===== config.mk =====
export PLATFORM = sky130hd
export DESIGN_NAME = art_timer
export DESIGN_NICKNAME = d
export VERILOG_FILES = /design/src/logic/art_pkg.sv /design/src/logic/art_tick_gen.sv /design/src/logic/art_timer.sv
export VERILOG_INCLUDE_DIRS = /design/src /design/src/logic
export SDC_FILE = /design/constraint.sdc
export NUM_CORES = 1
export LEC_CHECK = 0
export ABC_AREA = 1
export CORE_MARGIN = 10
export CORE_UTILIZATION = 45
export CTS_BUF_LIST = sky130_fd_sc_hd__clkbuf_4 sky130_fd_sc_hd__clkbuf_8 sky130_fd_sc_hd__clkbuf_16
export CTS_CLUSTER_SIZE = 40
export DETAILED_ROUTE_END_ITERATION = 12
export DONT_BUFFER_PORTS = 1
export PLACE_DENSITY_LB_ADDON = 0.05
export SETUP_SLACK_MARGIN = 0.5
export SYNTH_ARGS = -nofsm -noshare
export SYNTH_HDL_FRONTEND = slang
export SYNTH_SLANG_ARGS = --single-unit
export TNS_END_PERCENT = 50

===== constraint.sdc =====
create_clock -name clk_sys_in -period 1.9 [get_ports clk_sys_in]
set_clock_uncertainty 0.2 [all_clocks]
set_input_delay 0.095 -clock clk_sys_in [delete_from_list [all_inputs] [get_ports clk_sys_in]]
set_output_delay 0.095 -clock clk_sys_in [all_outputs]
set_load 0.01 [all_outputs]

===== src/logic/art_cfg.svh =====
// Constants for the auto-reload timer: register addresses, fields, resets, dividers
`ifndef ART_CFG_SVH
`define ART_CFG_SVH

`define ART_ADDR_CONTROL     8'h91
`define ART_ADDR_RELOAD_LO   8'h92
`define ART_ADDR_RELOAD_HI   8'h93
`define ART_ADDR_COUNT_LO    8'h94
`define ART_ADDR_COUNT_HI    8'h95

`define ART_BIT_OVERFLOW     7
`define ART_BIT_RUN          2
`define ART_BIT_DIV_SEL      1
`define ART_BIT_EXT_SEL      0
`define ART_CTRL_WMASK       8'h87
`define ART_RESET_BYTE       8'h00

`define ART_SYSTEM_CLOCK_DIV       12
`define ART_EXTCLK_DIV       8
`define ART_DIV_W            4

`endif


===== src/logic/art_pkg.sv =====
// Types for the auto-reload timer
package art_pkg;
   typedef logic [7:0]  art_byte_t;
   typedef logic [15:0] art_count_t;
   typedef enum logic [1:0] {
      ART_SRC_SYS_DIV12,
      ART_SRC_SYS_DIV1,
      ART_SRC_EXT_DIV8
   } art_src_t;
endpackage


===== src/logic/art_tick_gen.sv =====
// Timer tick enable generator: prescalers and source selection
`timescale 1ns/1ps
`include "art_cfg.svh"
module art_tick_gen (
   input  wire logic              clk_sys_in,
   input  wire logic              rst_n_in,
   input  wire art_pkg::art_src_t src_in,
   input  wire logic              ext_osc_in,
   output logic                   tick_out
);
   logic [`ART_DIV_W-1:0] sys_cnt_q;
   logic [`ART_DIV_W-1:0] sys_cnt_d;
   logic [`ART_DIV_W-1:0] ext_cnt_q;
   logic [`ART_DIV_W-1:0] ext_cnt_d;
   logic                  ext_s1_q;
   logic                  ext_s2_q;
   logic                  ext_s3_q;
   wire                   sys_wrap;
   wire                   ext_rise;
   wire                   ext_wrap;

   ////////////////////////////////////////////////////////////////////////////////
   // System clock divide by 12
   assign sys_wrap  = (sys_cnt_q == `ART_DIV_W'(`ART_SYSTEM_CLOCK_DIV - 1));
   assign sys_cnt_d = sys_wrap ? '0 : sys_cnt_q + `ART_DIV_W'(1);
   // Edge taken from second and third stages only, never the first
   assign ext_rise  = ext_s2_q & ~ext_s3_q;
   assign ext_wrap  = ext_rise && (ext_cnt_q == `ART_DIV_W'(`ART_EXTCLK_DIV - 1));
   assign ext_cnt_d = ext_wrap ? '0 : ext_cnt_q + `ART_DIV_W'(1);

   // Source choice; ext select overrides divide select
   always_comb begin
      case (src_in)
         art_pkg::ART_SRC_SYS_DIV1:  tick_out = 1'b1;
         art_pkg::ART_SRC_SYS_DIV12: tick_out = sys_wrap;
         art_pkg::ART_SRC_EXT_DIV8:  tick_out = ext_wrap;   // RULE_04
         default:                    tick_out = 1'b0;
      endcase
   end

   ////////////////////////////////////////////////////////////////////////////////
   // Prescaler counters
   always_ff @(posedge clk_sys_in or negedge rst_n_in) begin
      if (!rst_n_in) begin
         sys_cnt_q <= '0;
      end else begin
         sys_cnt_q <= sys_cnt_d;
      end
   end

   // Oscillator sampled into system domain; ext must be below half system_clock
   always_ff @(posedge clk_sys_in or negedge rst_n_in) begin
      if (!rst_n_in) begin
         ext_s1_q  <= 1'b0;
         ext_s2_q  <= 1'b0;
         ext_s3_q  <= 1'b0;
         ext_cnt_q <= '0;
      end else begin
         ext_s1_q <= ext_osc_in;
         ext_s2_q <= ext_s1_q;   // RULE_15
         ext_s3_q <= ext_s2_q;
         if (ext_rise) begin
            ext_cnt_q <= ext_cnt_d;   // RULE_06
         end
      end
   end
endmodule


===== src/logic/art_timer.sv =====
// Auto-reload 16-bit timer with special function register access
// Operation
// RULE_01: 16-bit up-counter visible as low and high count bytes.
// RULE_02: Always auto-reload from low and high reload bytes; no other mode.
// RULE_03: No counter mode; never counts edges of an external pin.
// RULE_04: External select set: clock is oscillator over 8, divide select ignored.
// RULE_05: External select clear: system clock, over 12 when divide bit is 0.
// RULE_06: Timer may count on precise external source apart from system clock.
// RULE_07: Overflow flag set by hardware on rollover from FFFF to 0000.
// RULE_08: Interrupt request raised while flag set and interrupt enabled.
// RULE_09: Flag never cleared by hardware; software writes zero to clear.
// RULE_10: Control bits 6 to 3 read zero, writes ignored.
// RULE_11: Run control bit 2 enables the timer at 1, stops at 0.
// RULE_12: Overflow pulse offered as ADC start and SMBus timing source.
// RULE_13: On overflow count loads reload value, then keeps counting up.
// RULE_14: Stopped timer holds count; byte writes land without advance.
// RULE_15: External clock domain crossed safely into system-clock logic.
`timescale 1ns/1ps
`include "art_cfg.svh"
module art_timer (
   input  wire logic             clk_sys_in,
   input  wire logic             rst_n_in,
   input  wire logic [7:0]       sfr_addr_in,
   input  wire logic             sfr_wr_in,
   input  wire logic             sfr_rd_in,
   input  wire art_pkg::art_byte_t sfr_wdata_in,
   output art_pkg::art_byte_t    sfr_rdata_out,
   output logic                  sfr_hit_out,
   input  wire logic             ext_osc_in,
   input  wire logic             irq_enable_in,
   output logic                  irq_out,
   output logic                  overflow_pulse_out,
   output logic                  adc_start_out,
   output logic                  smbus_tick_out
);
   art_pkg::art_byte_t  ctrl_q;
   art_pkg::art_byte_t  ctrl_d;
   art_pkg::art_count_t count_q;
   art_pkg::art_count_t count_d;
   art_pkg::art_count_t reload_q;
   art_pkg::art_count_t reload_d;
   logic                ovf_pulse_q;
   art_pkg::art_src_t   src_sel;
   art_pkg::art_byte_t  rdata_d;
   wire                 tick;
   wire                 run_control;
   wire                 advance;
   wire                 rollover;
   wire                 wr_ctrl;
   wire                 wr_rl_lo;
   wire                 wr_rl_hi;
   wire                 wr_cnt_lo;
   wire                 wr_cnt_hi;
   wire                 hit;
   wire                 sel_ctrl;
   wire                 sel_rl_lo;
   wire                 sel_rl_hi;
   wire                 sel_cnt_lo;
   wire                 sel_cnt_hi;
   wire                 set_flag;
   wire                 clr_flag;
   wire                 flag_next;

   ////////////////////////////////////////////////////////////////////////////////
   // Address decode
   assign sel_ctrl   = (sfr_addr_in == `ART_ADDR_CONTROL);
   assign sel_rl_lo  = (sfr_addr_in == `ART_ADDR_RELOAD_LO);
   assign sel_rl_hi  = (sfr_addr_in == `ART_ADDR_RELOAD_HI);
   assign sel_cnt_lo = (sfr_addr_in == `ART_ADDR_COUNT_LO);
   assign sel_cnt_hi = (sfr_addr_in == `ART_ADDR_COUNT_HI);
   assign wr_ctrl   = sfr_wr_in && sel_ctrl;
   assign wr_rl_lo  = sfr_wr_in && sel_rl_lo;
   assign wr_rl_hi  = sfr_wr_in && sel_rl_hi;
   assign wr_cnt_lo = sfr_wr_in && sel_cnt_lo;
   assign wr_cnt_hi = sfr_wr_in && sel_cnt_hi;
   assign hit       = (sfr_addr_in >= `ART_ADDR_CONTROL) &&
                      (sfr_addr_in <= `ART_ADDR_COUNT_HI);
   assign sfr_hit_out = hit;

   ////////////////////////////////////////////////////////////////////////////////
   // Clock source selection from control bits
   assign run_control = ctrl_q[`ART_BIT_RUN];
   // External select checked first so the divide bit is ignored under it
   assign src_sel = ctrl_q[`ART_BIT_EXT_SEL] ? art_pkg::ART_SRC_EXT_DIV8 :      // RULE_04
                    (ctrl_q[`ART_BIT_DIV_SEL] ? art_pkg::ART_SRC_SYS_DIV1 :     // RULE_05
                     art_pkg::ART_SRC_SYS_DIV12);

   // System clock and external oscillator sources only; no pin edge input exists
   art_tick_gen u_tick (
      .clk_sys_in (clk_sys_in),
      .rst_n_in   (rst_n_in),
      .src_in     (src_sel),
      .ext_osc_in (ext_osc_in),
      .tick_out   (tick)          // RULE_03
   );

   ////////////////////////////////////////////////////////////////////////////////
   // Count path; a software count byte write in the same cycle wins over the advance for that byte only
   assign advance  = run_control && tick;               // RULE_11
   assign rollover = advance && (count_q == 16'hFFFF);  // RULE_07
   always_comb begin
      count_d = count_q;
      if (rollover) begin
         count_d = reload_q;                            // RULE_02 RULE_13
      end else if (advance) begin
         count_d = count_q + 16'h0001;                  // RULE_01
      end
      if (wr_cnt_lo) begin
         count_d[7:0] = sfr_wdata_in;                   // RULE_14
      end
      if (wr_cnt_hi) begin
         count_d[15:8] = sfr_wdata_in;                  // RULE_14
      end
   end

   // Reload bytes
   always_comb begin
      reload_d = reload_q;
      if (wr_rl_lo) begin
         reload_d[7:0] = sfr_wdata_in;
      end
      if (wr_rl_hi) begin
         reload_d[15:8] = sfr_wdata_in;
      end
   end

   ////////////////////////////////////////////////////////////////////////////////
   // Control register; hardware set beats a software clear in the same cycle
   assign set_flag  = rollover;                                  // RULE_07
   assign clr_flag  = wr_ctrl && !sfr_wdata_in[`ART_BIT_OVERFLOW]; // RULE_09
   assign flag_next = set_flag ? 1'b1 :
                      (clr_flag ? 1'b0 :
                       (wr_ctrl | ctrl_q[`ART_BIT_OVERFLOW]));
   always_comb begin
      ctrl_d = ctrl_q;
      if (wr_ctrl) begin
         ctrl_d = sfr_wdata_in & `ART_CTRL_WMASK;       // RULE_10
      end
      ctrl_d[`ART_BIT_OVERFLOW] = flag_next;            // RULE_09
   end

   // Read mux; unused control bits always zero
   assign rdata_d = sel_ctrl   ? (ctrl_q & `ART_CTRL_WMASK) :   // RULE_10
                    sel_rl_lo  ? reload_q[7:0] :
                    sel_rl_hi  ? reload_q[15:8] :
                    sel_cnt_lo ? count_q[7:0] :
                    sel_cnt_hi ? count_q[15:8] :
                    `ART_RESET_BYTE;

   ////////////////////////////////////////////////////////////////////////////////
   // State registers
   always_ff @(posedge clk_sys_in or negedge rst_n_in) begin
      if (!rst_n_in) begin
         ctrl_q   <= `ART_RESET_BYTE;
         count_q  <= '0;
         reload_q <= '0;
      end else begin
         ctrl_q   <= ctrl_d;
         count_q  <= count_d;
         reload_q <= reload_d;
      end
   end

   // Read data and overflow event registered
   always_ff @(posedge clk_sys_in or negedge rst_n_in) begin
      if (!rst_n_in) begin
         sfr_rdata_out <= `ART_RESET_BYTE;
         ovf_pulse_q   <= 1'b0;
      end else begin
         if (sfr_rd_in) begin
            sfr_rdata_out <= rdata_d;
         end
         ovf_pulse_q <= rollover;
      end
   end

   ////////////////////////////////////////////////////////////////////////////////
   // Event and interrupt outputs; request is a level while flag stays set
   assign irq_out            = irq_enable_in && ctrl_q[`ART_BIT_OVERFLOW];  // RULE_08
   assign overflow_pulse_out = ovf_pulse_q;
   assign adc_start_out      = ovf_pulse_q;   // RULE_12
   assign smbus_tick_out     = ovf_pulse_q;   // RULE_12
endmodule


# Yosys cells after proc, flatten, opt, wreduce, memory -nomap -nowiden
# Index checks and enable logic that the tools add are counted.
# totals
register_bits,56
wordCells,62
out_inout_bits,13
# op_classes
n_eq_ne,10
n_lt_le_gt_ge,2
n_mux,16
n_bitwise,3
n_reduce_logical,15
add_sub_neg,3
# op_table
op,count
8-bit 2-to-1 mux,7
8-bit equality test (second input constant),5
16-bit 2-to-1 mux,2
16-bit by 1-bit adder with 16-bit output (second input constant),1
16-bit equality test (second input constant),1
1-bit logical AND,11
4-bit by 1-bit adder with 4-bit output (second input constant),2
8-bit >= comparator (second input constant),1
8-bit less-or-equal comparator (second input constant),1
4-bit 2-to-1 mux,2
3-bit nonzero test,2
4-bit by 3-bit equality test with 1-bit output (second input constant),1
4-bit equality test (second input constant),1
1-bit 2-to-1 mux,3
1-bit one-hot mux with 3 select lines,1
2-bit by 1-bit equality test with 1-bit output (second input constant),1
2-bit equality test (second input constant),1
2-bit logical NOT,1
2-bit 2-to-1 mux,1
1-bit bitwise AND,1
1-bit logical NOT,1
1-bit NOT,1
1-bit bitwise OR,1

# Depth between registers and ports, before layout
# depth
depth_word,8
mapped_depth,11
mapped_depth_nobuf,11

# Cells and area by module
# A second synthesis with hierarchy kept.
# unflattened
cells_unflattened,518
hier_area_um2,3543.4
# modules_own_cells
mod,cells_per_inst,instances,area_each_um2
art_timer,463,1,3052.9
art_tick_gen,55,1,490.5

# Worst setup path after synthesis
# No wires, ideal clock.
# synth_timing
path_kind,flip-flop to flip-flop
startpoint,register count_q[0]
endpoint,register count_q[15]
slack_ps,174
arrival_time_ps,1409
period_less_slack_ps,1726
path_stages_with_launch,11
t_required_ps,1583
setup_ps,117
path_cell_list,dfrtp_1 ha_1 nand2_1 nor2_2 nand2_2 nor2_4 nand2_4 nand2_1 nand2_1 nand2_1 nand2_1
# synth_via
elab_chain_len,4
elab_cells_between_ends,7
cone_classes,add/sub (1); eq/ne (1); mux (3); reduce/logical (2)
# synth_rtl
item,line,rtl
"start, declared",art_timer.sv:38,art_pkg::art_count_t count_q;
"start signal, assigned",art_timer.sv:159,count_q <= count_d;
16-bit by 1-bit adder with 16-bit output or 16-bit equality test (tied branches),"art_timer.sv:106, art_timer.sv:100",
16-bit 2-to-1 mux or 1-bit logical AND (tied branches),"art_timer.sv:105, art_timer.sv:100",
16-bit 2-to-1 mux,art_timer.sv:103,if (rollover) begin
8-bit 2-to-1 mux,art_timer.sv:111,if (wr_cnt_hi) begin
# Several ways; a longest one is shown, not always the timed one. The select of a mux whose other input is x is not followed.
# A chain may end at the register's enable or synchronous reset.

# Worst setup path after layout
# layout_timing
startpoint,register count_q[0]
endpoint,register count_q[9]
# The elaborated chain is that of the path after synthesis.

==> summary.md <==
| Metric | Value |
|---|---|
| Mapped cell area | `3460 µm²` |
| GRT overflow | `0` |
| Syn_area_per_cell | `7.207 µm²` |
| WP data arrival | `1860 ps` |
| First-pass DRT Iterations | `5` |
| IO buf count | `0` |
| Setup TNS Final | `0 ps` |
| Synth unique cells | `34` |
| Total vias in the final route | `3,352` |
| FMAX | `560.6 MHz` |
| Measured slew at the worst slew-check pin | `474.2 ps` |
| Worst Setup EP | `count_q[9]$_DFFE_PN0P_` |
| Sw Share | `29.59%` |
| Final setup fails | `0` |
| Area of the core | `7370 µm²` |
| Crit share post-route | `93.88%` |
| Sequential Power Share | `51.2%` |
| Remaining routing DRC violations | `0` |
| Int Pwr | `0.001905 W` |
| Critical Path Fanout Max | `3` |
| Via/cell ratio | `5.329` |
| Multi-input combinational cell area | `1963 µm²` |
| Clock sink total | `56` |
| TritonCTS clock tree | `yes` |
| Synth top area cells | `dfrtp_1 41%, nand2_1 16%, inv_1 7.5%` |
| Post-Place Cells | `590` |
| Fill count | `694` |
| Launch point of the worst path | `count_q[0]$_DFFE_PN0P_` |
| Clock tree buffer depth | `2` |
| FF-to-FF End | `count_q[9]$_DFFE_PN0P_` |
| Final worst slack | `116.2 ps` |
| Top cell type by total area after synthesis | `dfrtp_1` |
| Final core occ | `59.12%` |
| DRT Wirelength | `10,570 µm` |
| Clk slew on worst S/H paths | `120 ps` |
| Post-detailed-route wirelength per cell | `16.81 µm` |
| Crit path required time | `1970 ps` |
| Layout cells sized above 1 | `22.08%` |
| H-tree Lvls | `2` |
| Max IR drop VDD | `0.4141 mV` |
| Root buffer cell | `clkbuf_8` |
| Synth Warn # | `0` |
| Initial DRC count | `154` |
| Combinational fraction of design power | `17.2%` |
| Register area | `1406 µm²` |
| ANT cells | `0` |
| Crit. End Element | `register` |
| Final Hold Violating Endpoints | `60` |
| Flops & latches, synth | `56` |
| HP Class | `in2async` |
| Fin nets | `554` |
| Area share of the largest cell type after synthesis | `40.51%` |
| Worst reg2reg startpoint | `count_q[0]$_DFFE_PN0P_` |
| Leak Pwr | `2.132 nW` |
| Final Non-Filler Cells | `629` |
| Post-Syn Nets | `505` |
| Seq/Total Area, Yosys | `40.51%` |
| Final Wtd Congestion | `0.9709` |
| Slew HR | `68.31%` |
| Pin count of the biggest net entering global routing | `57` |
| PD cells | `621.0 nW/µm²` |
| NetSw | `0.0008007 W` |
| Initial antenna violation count | `0` |
| Outcome | `finished with violations` |
| Site Rows | `31` |
| CTS Buf Count | `5` |
| Routed Antenna Nets | `0` |
| Vias in the first global route | `3,084` |
| Io pins | `35` |
| Layout overhead on the synthesized area | `25.93%` |
| Syn Inst Count | `480` |
| Die width | `107.7 µm` |
| Dpl ws | `24.79 ps` |
| Initial Util | `46.94%` |
| Min Tclk post-route | `1784 ps` |
| Full die area | `11,600 µm²` |
| Setup CP Type | `reg2reg` |
| Worst hold slack | `-750.8 ps` |
| Die boundary height | `107.7 µm` |
| Flop2flop setup slack | `120 ps` |
| CP Launch Type | `register` |
| Unrepaired setup endpoints after global routing | `yes` |
| Total power | `0.002706 W` |
| Slew Limit Fails | `0` |
| Worst Reg-to-Reg Cells | `11` |
| Clk Latency, worst-skew pair | `320 ps` |
| Violated checks | `hold timing` |
| MaxCap Viol Count | `0` |
| Power share of the clock group | `31.6%` |
| GRT Overall Usage | `17.83%` |
| First-pass GRT wire length | `16,260 µm` |
| DP Wirelength | `7723 µm` |
-- registers in the layout, summed over array words and instances, names as in the netlist --
register / count
sfr_rdata_out: 8
u_tick.ext_s1_q: 1
adc_start_out: 1
u_tick.ext_s2_q: 1
count_q: 16
u_tick.ext_s3_q: 1
u_tick.ext_cnt_q: 4
ctrl_q: 4
u_tick.sys_cnt_q: 4
reload_q: 16
-- synthesized netlist by cell type --
cell        n
nand2_1   150
inv_1      69
dfrtp_1    56
nor2_1     42
nand3_1    38
o21ai_0    20
o22ai_1    17
o21ai_1    12
nand4_1     9
o21ai_2     8
xor2_1      7
nand2_2     5
nor2_2      5
o211ai_1    5
buf_4       4
inv_2       4
nand2_4     4
buf_6       3
ha_1        3
nand3_2     3
nor2_4      2
nor3_1      2
a21oi_1     1
a21oi_4     1
a22oi_1     1
and2_1      1
buf_2       1
clkinv_1    1
nand3_4     1
nor3_2      1
nor3_4      1
nor4_1      1
o31ai_1     1
xnor2_1     1
-- stage by stage --
stage | instance area (µm²) | hold WS, ps
final | 4357 | -750.8
after global routing | 4357 | -764.1
after CTS | 4074 | -750.8
after detailed placement | 3687 | -398.4
after global placement | 3687 | -398.7
after floorplan | 3465 | -400.6
-- metal layers --
| metal | vias up | part of all wire, % | track usage (%) |
|---|---|---|---|
| li1 | 1630 | - | - |
| met1 | 1581 | 45 | 23.34 |
| met2 | 118 | 46 | 28.10 |
| met3 | 23 | 6.9 | 4.012 |
| met4 | 0 | 2.5 | 6.393 |
| met5 | - | 0 | 0 |
-- how the worst min path moves through the flow --
| stage | endpoint | slack, ps |
|---|---|---|
| 2_1_floorplan | adc_start_out$_DFF_PN0_ | -400 |
| 3_3_place_gp | u_tick.sys_cnt_q[3]$_DFF_PN0_ | -400 |
| 3_5_place_dp | u_tick.sys_cnt_q[1]$_DFF_PN0_ | -400 |
| 4_1_cts | reload_q[3]$_DFFE_PN0P_ | -750 |
| 5_1_grt | sfr_rdata_out[3]$_DFFE_PN0P_ | -760 |
| 6_report | count_q[4]$_DFFE_PN0P_ | -750 |
-- power by group through the flow --
stage / clock network [W] / logic [W] / registers, W
6_report: 0.000856 / 0.000464 / 0.00139
5_1_grt: 0.000911 / 0.000518 / 0.00140
4_1_cts: 0.000867 / 0.000400 / 0.00137
3_5_place_dp: 0 / 0.000338 / 0.00139
3_3_place_gp: 0 / 0.000331 / 0.00139
2_1_floorplan: 0 / 0.000246 / 0.00137
-- timing repair --
| action | in CTS | in global routing |
|---|---|---|
| buffers inserted | 6 | 12 |
| hold buffers | 12 | 1 |
| pin swaps | 11 | 19 |
| gates resized for setup | 27 | 34 |
| hold endpoints to repair | 100 | 57 |
| setup endpoints to repair | 19 | 44 |
-- cell families after synthesis --
| logic type | after synthesis | share of synthesized area [%] |
|---|---|---|
| xor gates and xnor gates | 8 | 2.025 |
| and+or+nand+nor | 265 | 34.50 |
| buffers and inverters | 82 | 10.02 |
| adders and majority gates | 3 | 1.085 |
| DFF | 56 | 40.51 |
| AOI/OAI and AO/OA | 66 | 11.86 |
-- placed cells by master (no fill, tap or decap), types with 2 or more instances in the layout --
master and instances:
nand2_1 142, inv_1 68, dfrtp_1 52, nor2_1 38, nand3_1 30, buf_4 28
o21ai_0 19, dlygate4sd3_1 13, o22ai_1 11, o21ai_1 11, o21ai_2 10, nand2_2 9
nand4_1 9, nand3_2 8, xor2_1 7, nand2_4 6, nor2_4 6, buf_6 6
nor2_2 5, o211ai_1 5, o22ai_2 5, clkbuf_8 5, inv_2 4, nand3_4 4
dfrtp_2 4, buf_12 3, nor3_4 2, nor3_1 2, nand2_8 2, ha_4 2
-- layout make-up --
class | instances | area share (%)
inverters | 74 | 6.433
repair buffers | 50 | 10.74
flip-flops and latches | 56 | 32.28
clock inverters | 2 | 0.8903
multi-input cells | 342 | 45.06
clock buffers | 6 | 1.752
well taps | 99 | 2.843
-- critical path, cell delays in order, from the launching register on --
cell	delay [ps]
dfrtp_1	420
ha_4	180
nand2_4	50
nor2_4	160
nand2_4	90
nor2_4	110
buf_6	130
buf_6	90
nand3_1	100
nand2_1	80
nand2_1	50
nand2_1	60
Power figures use the tool's default switching activity.
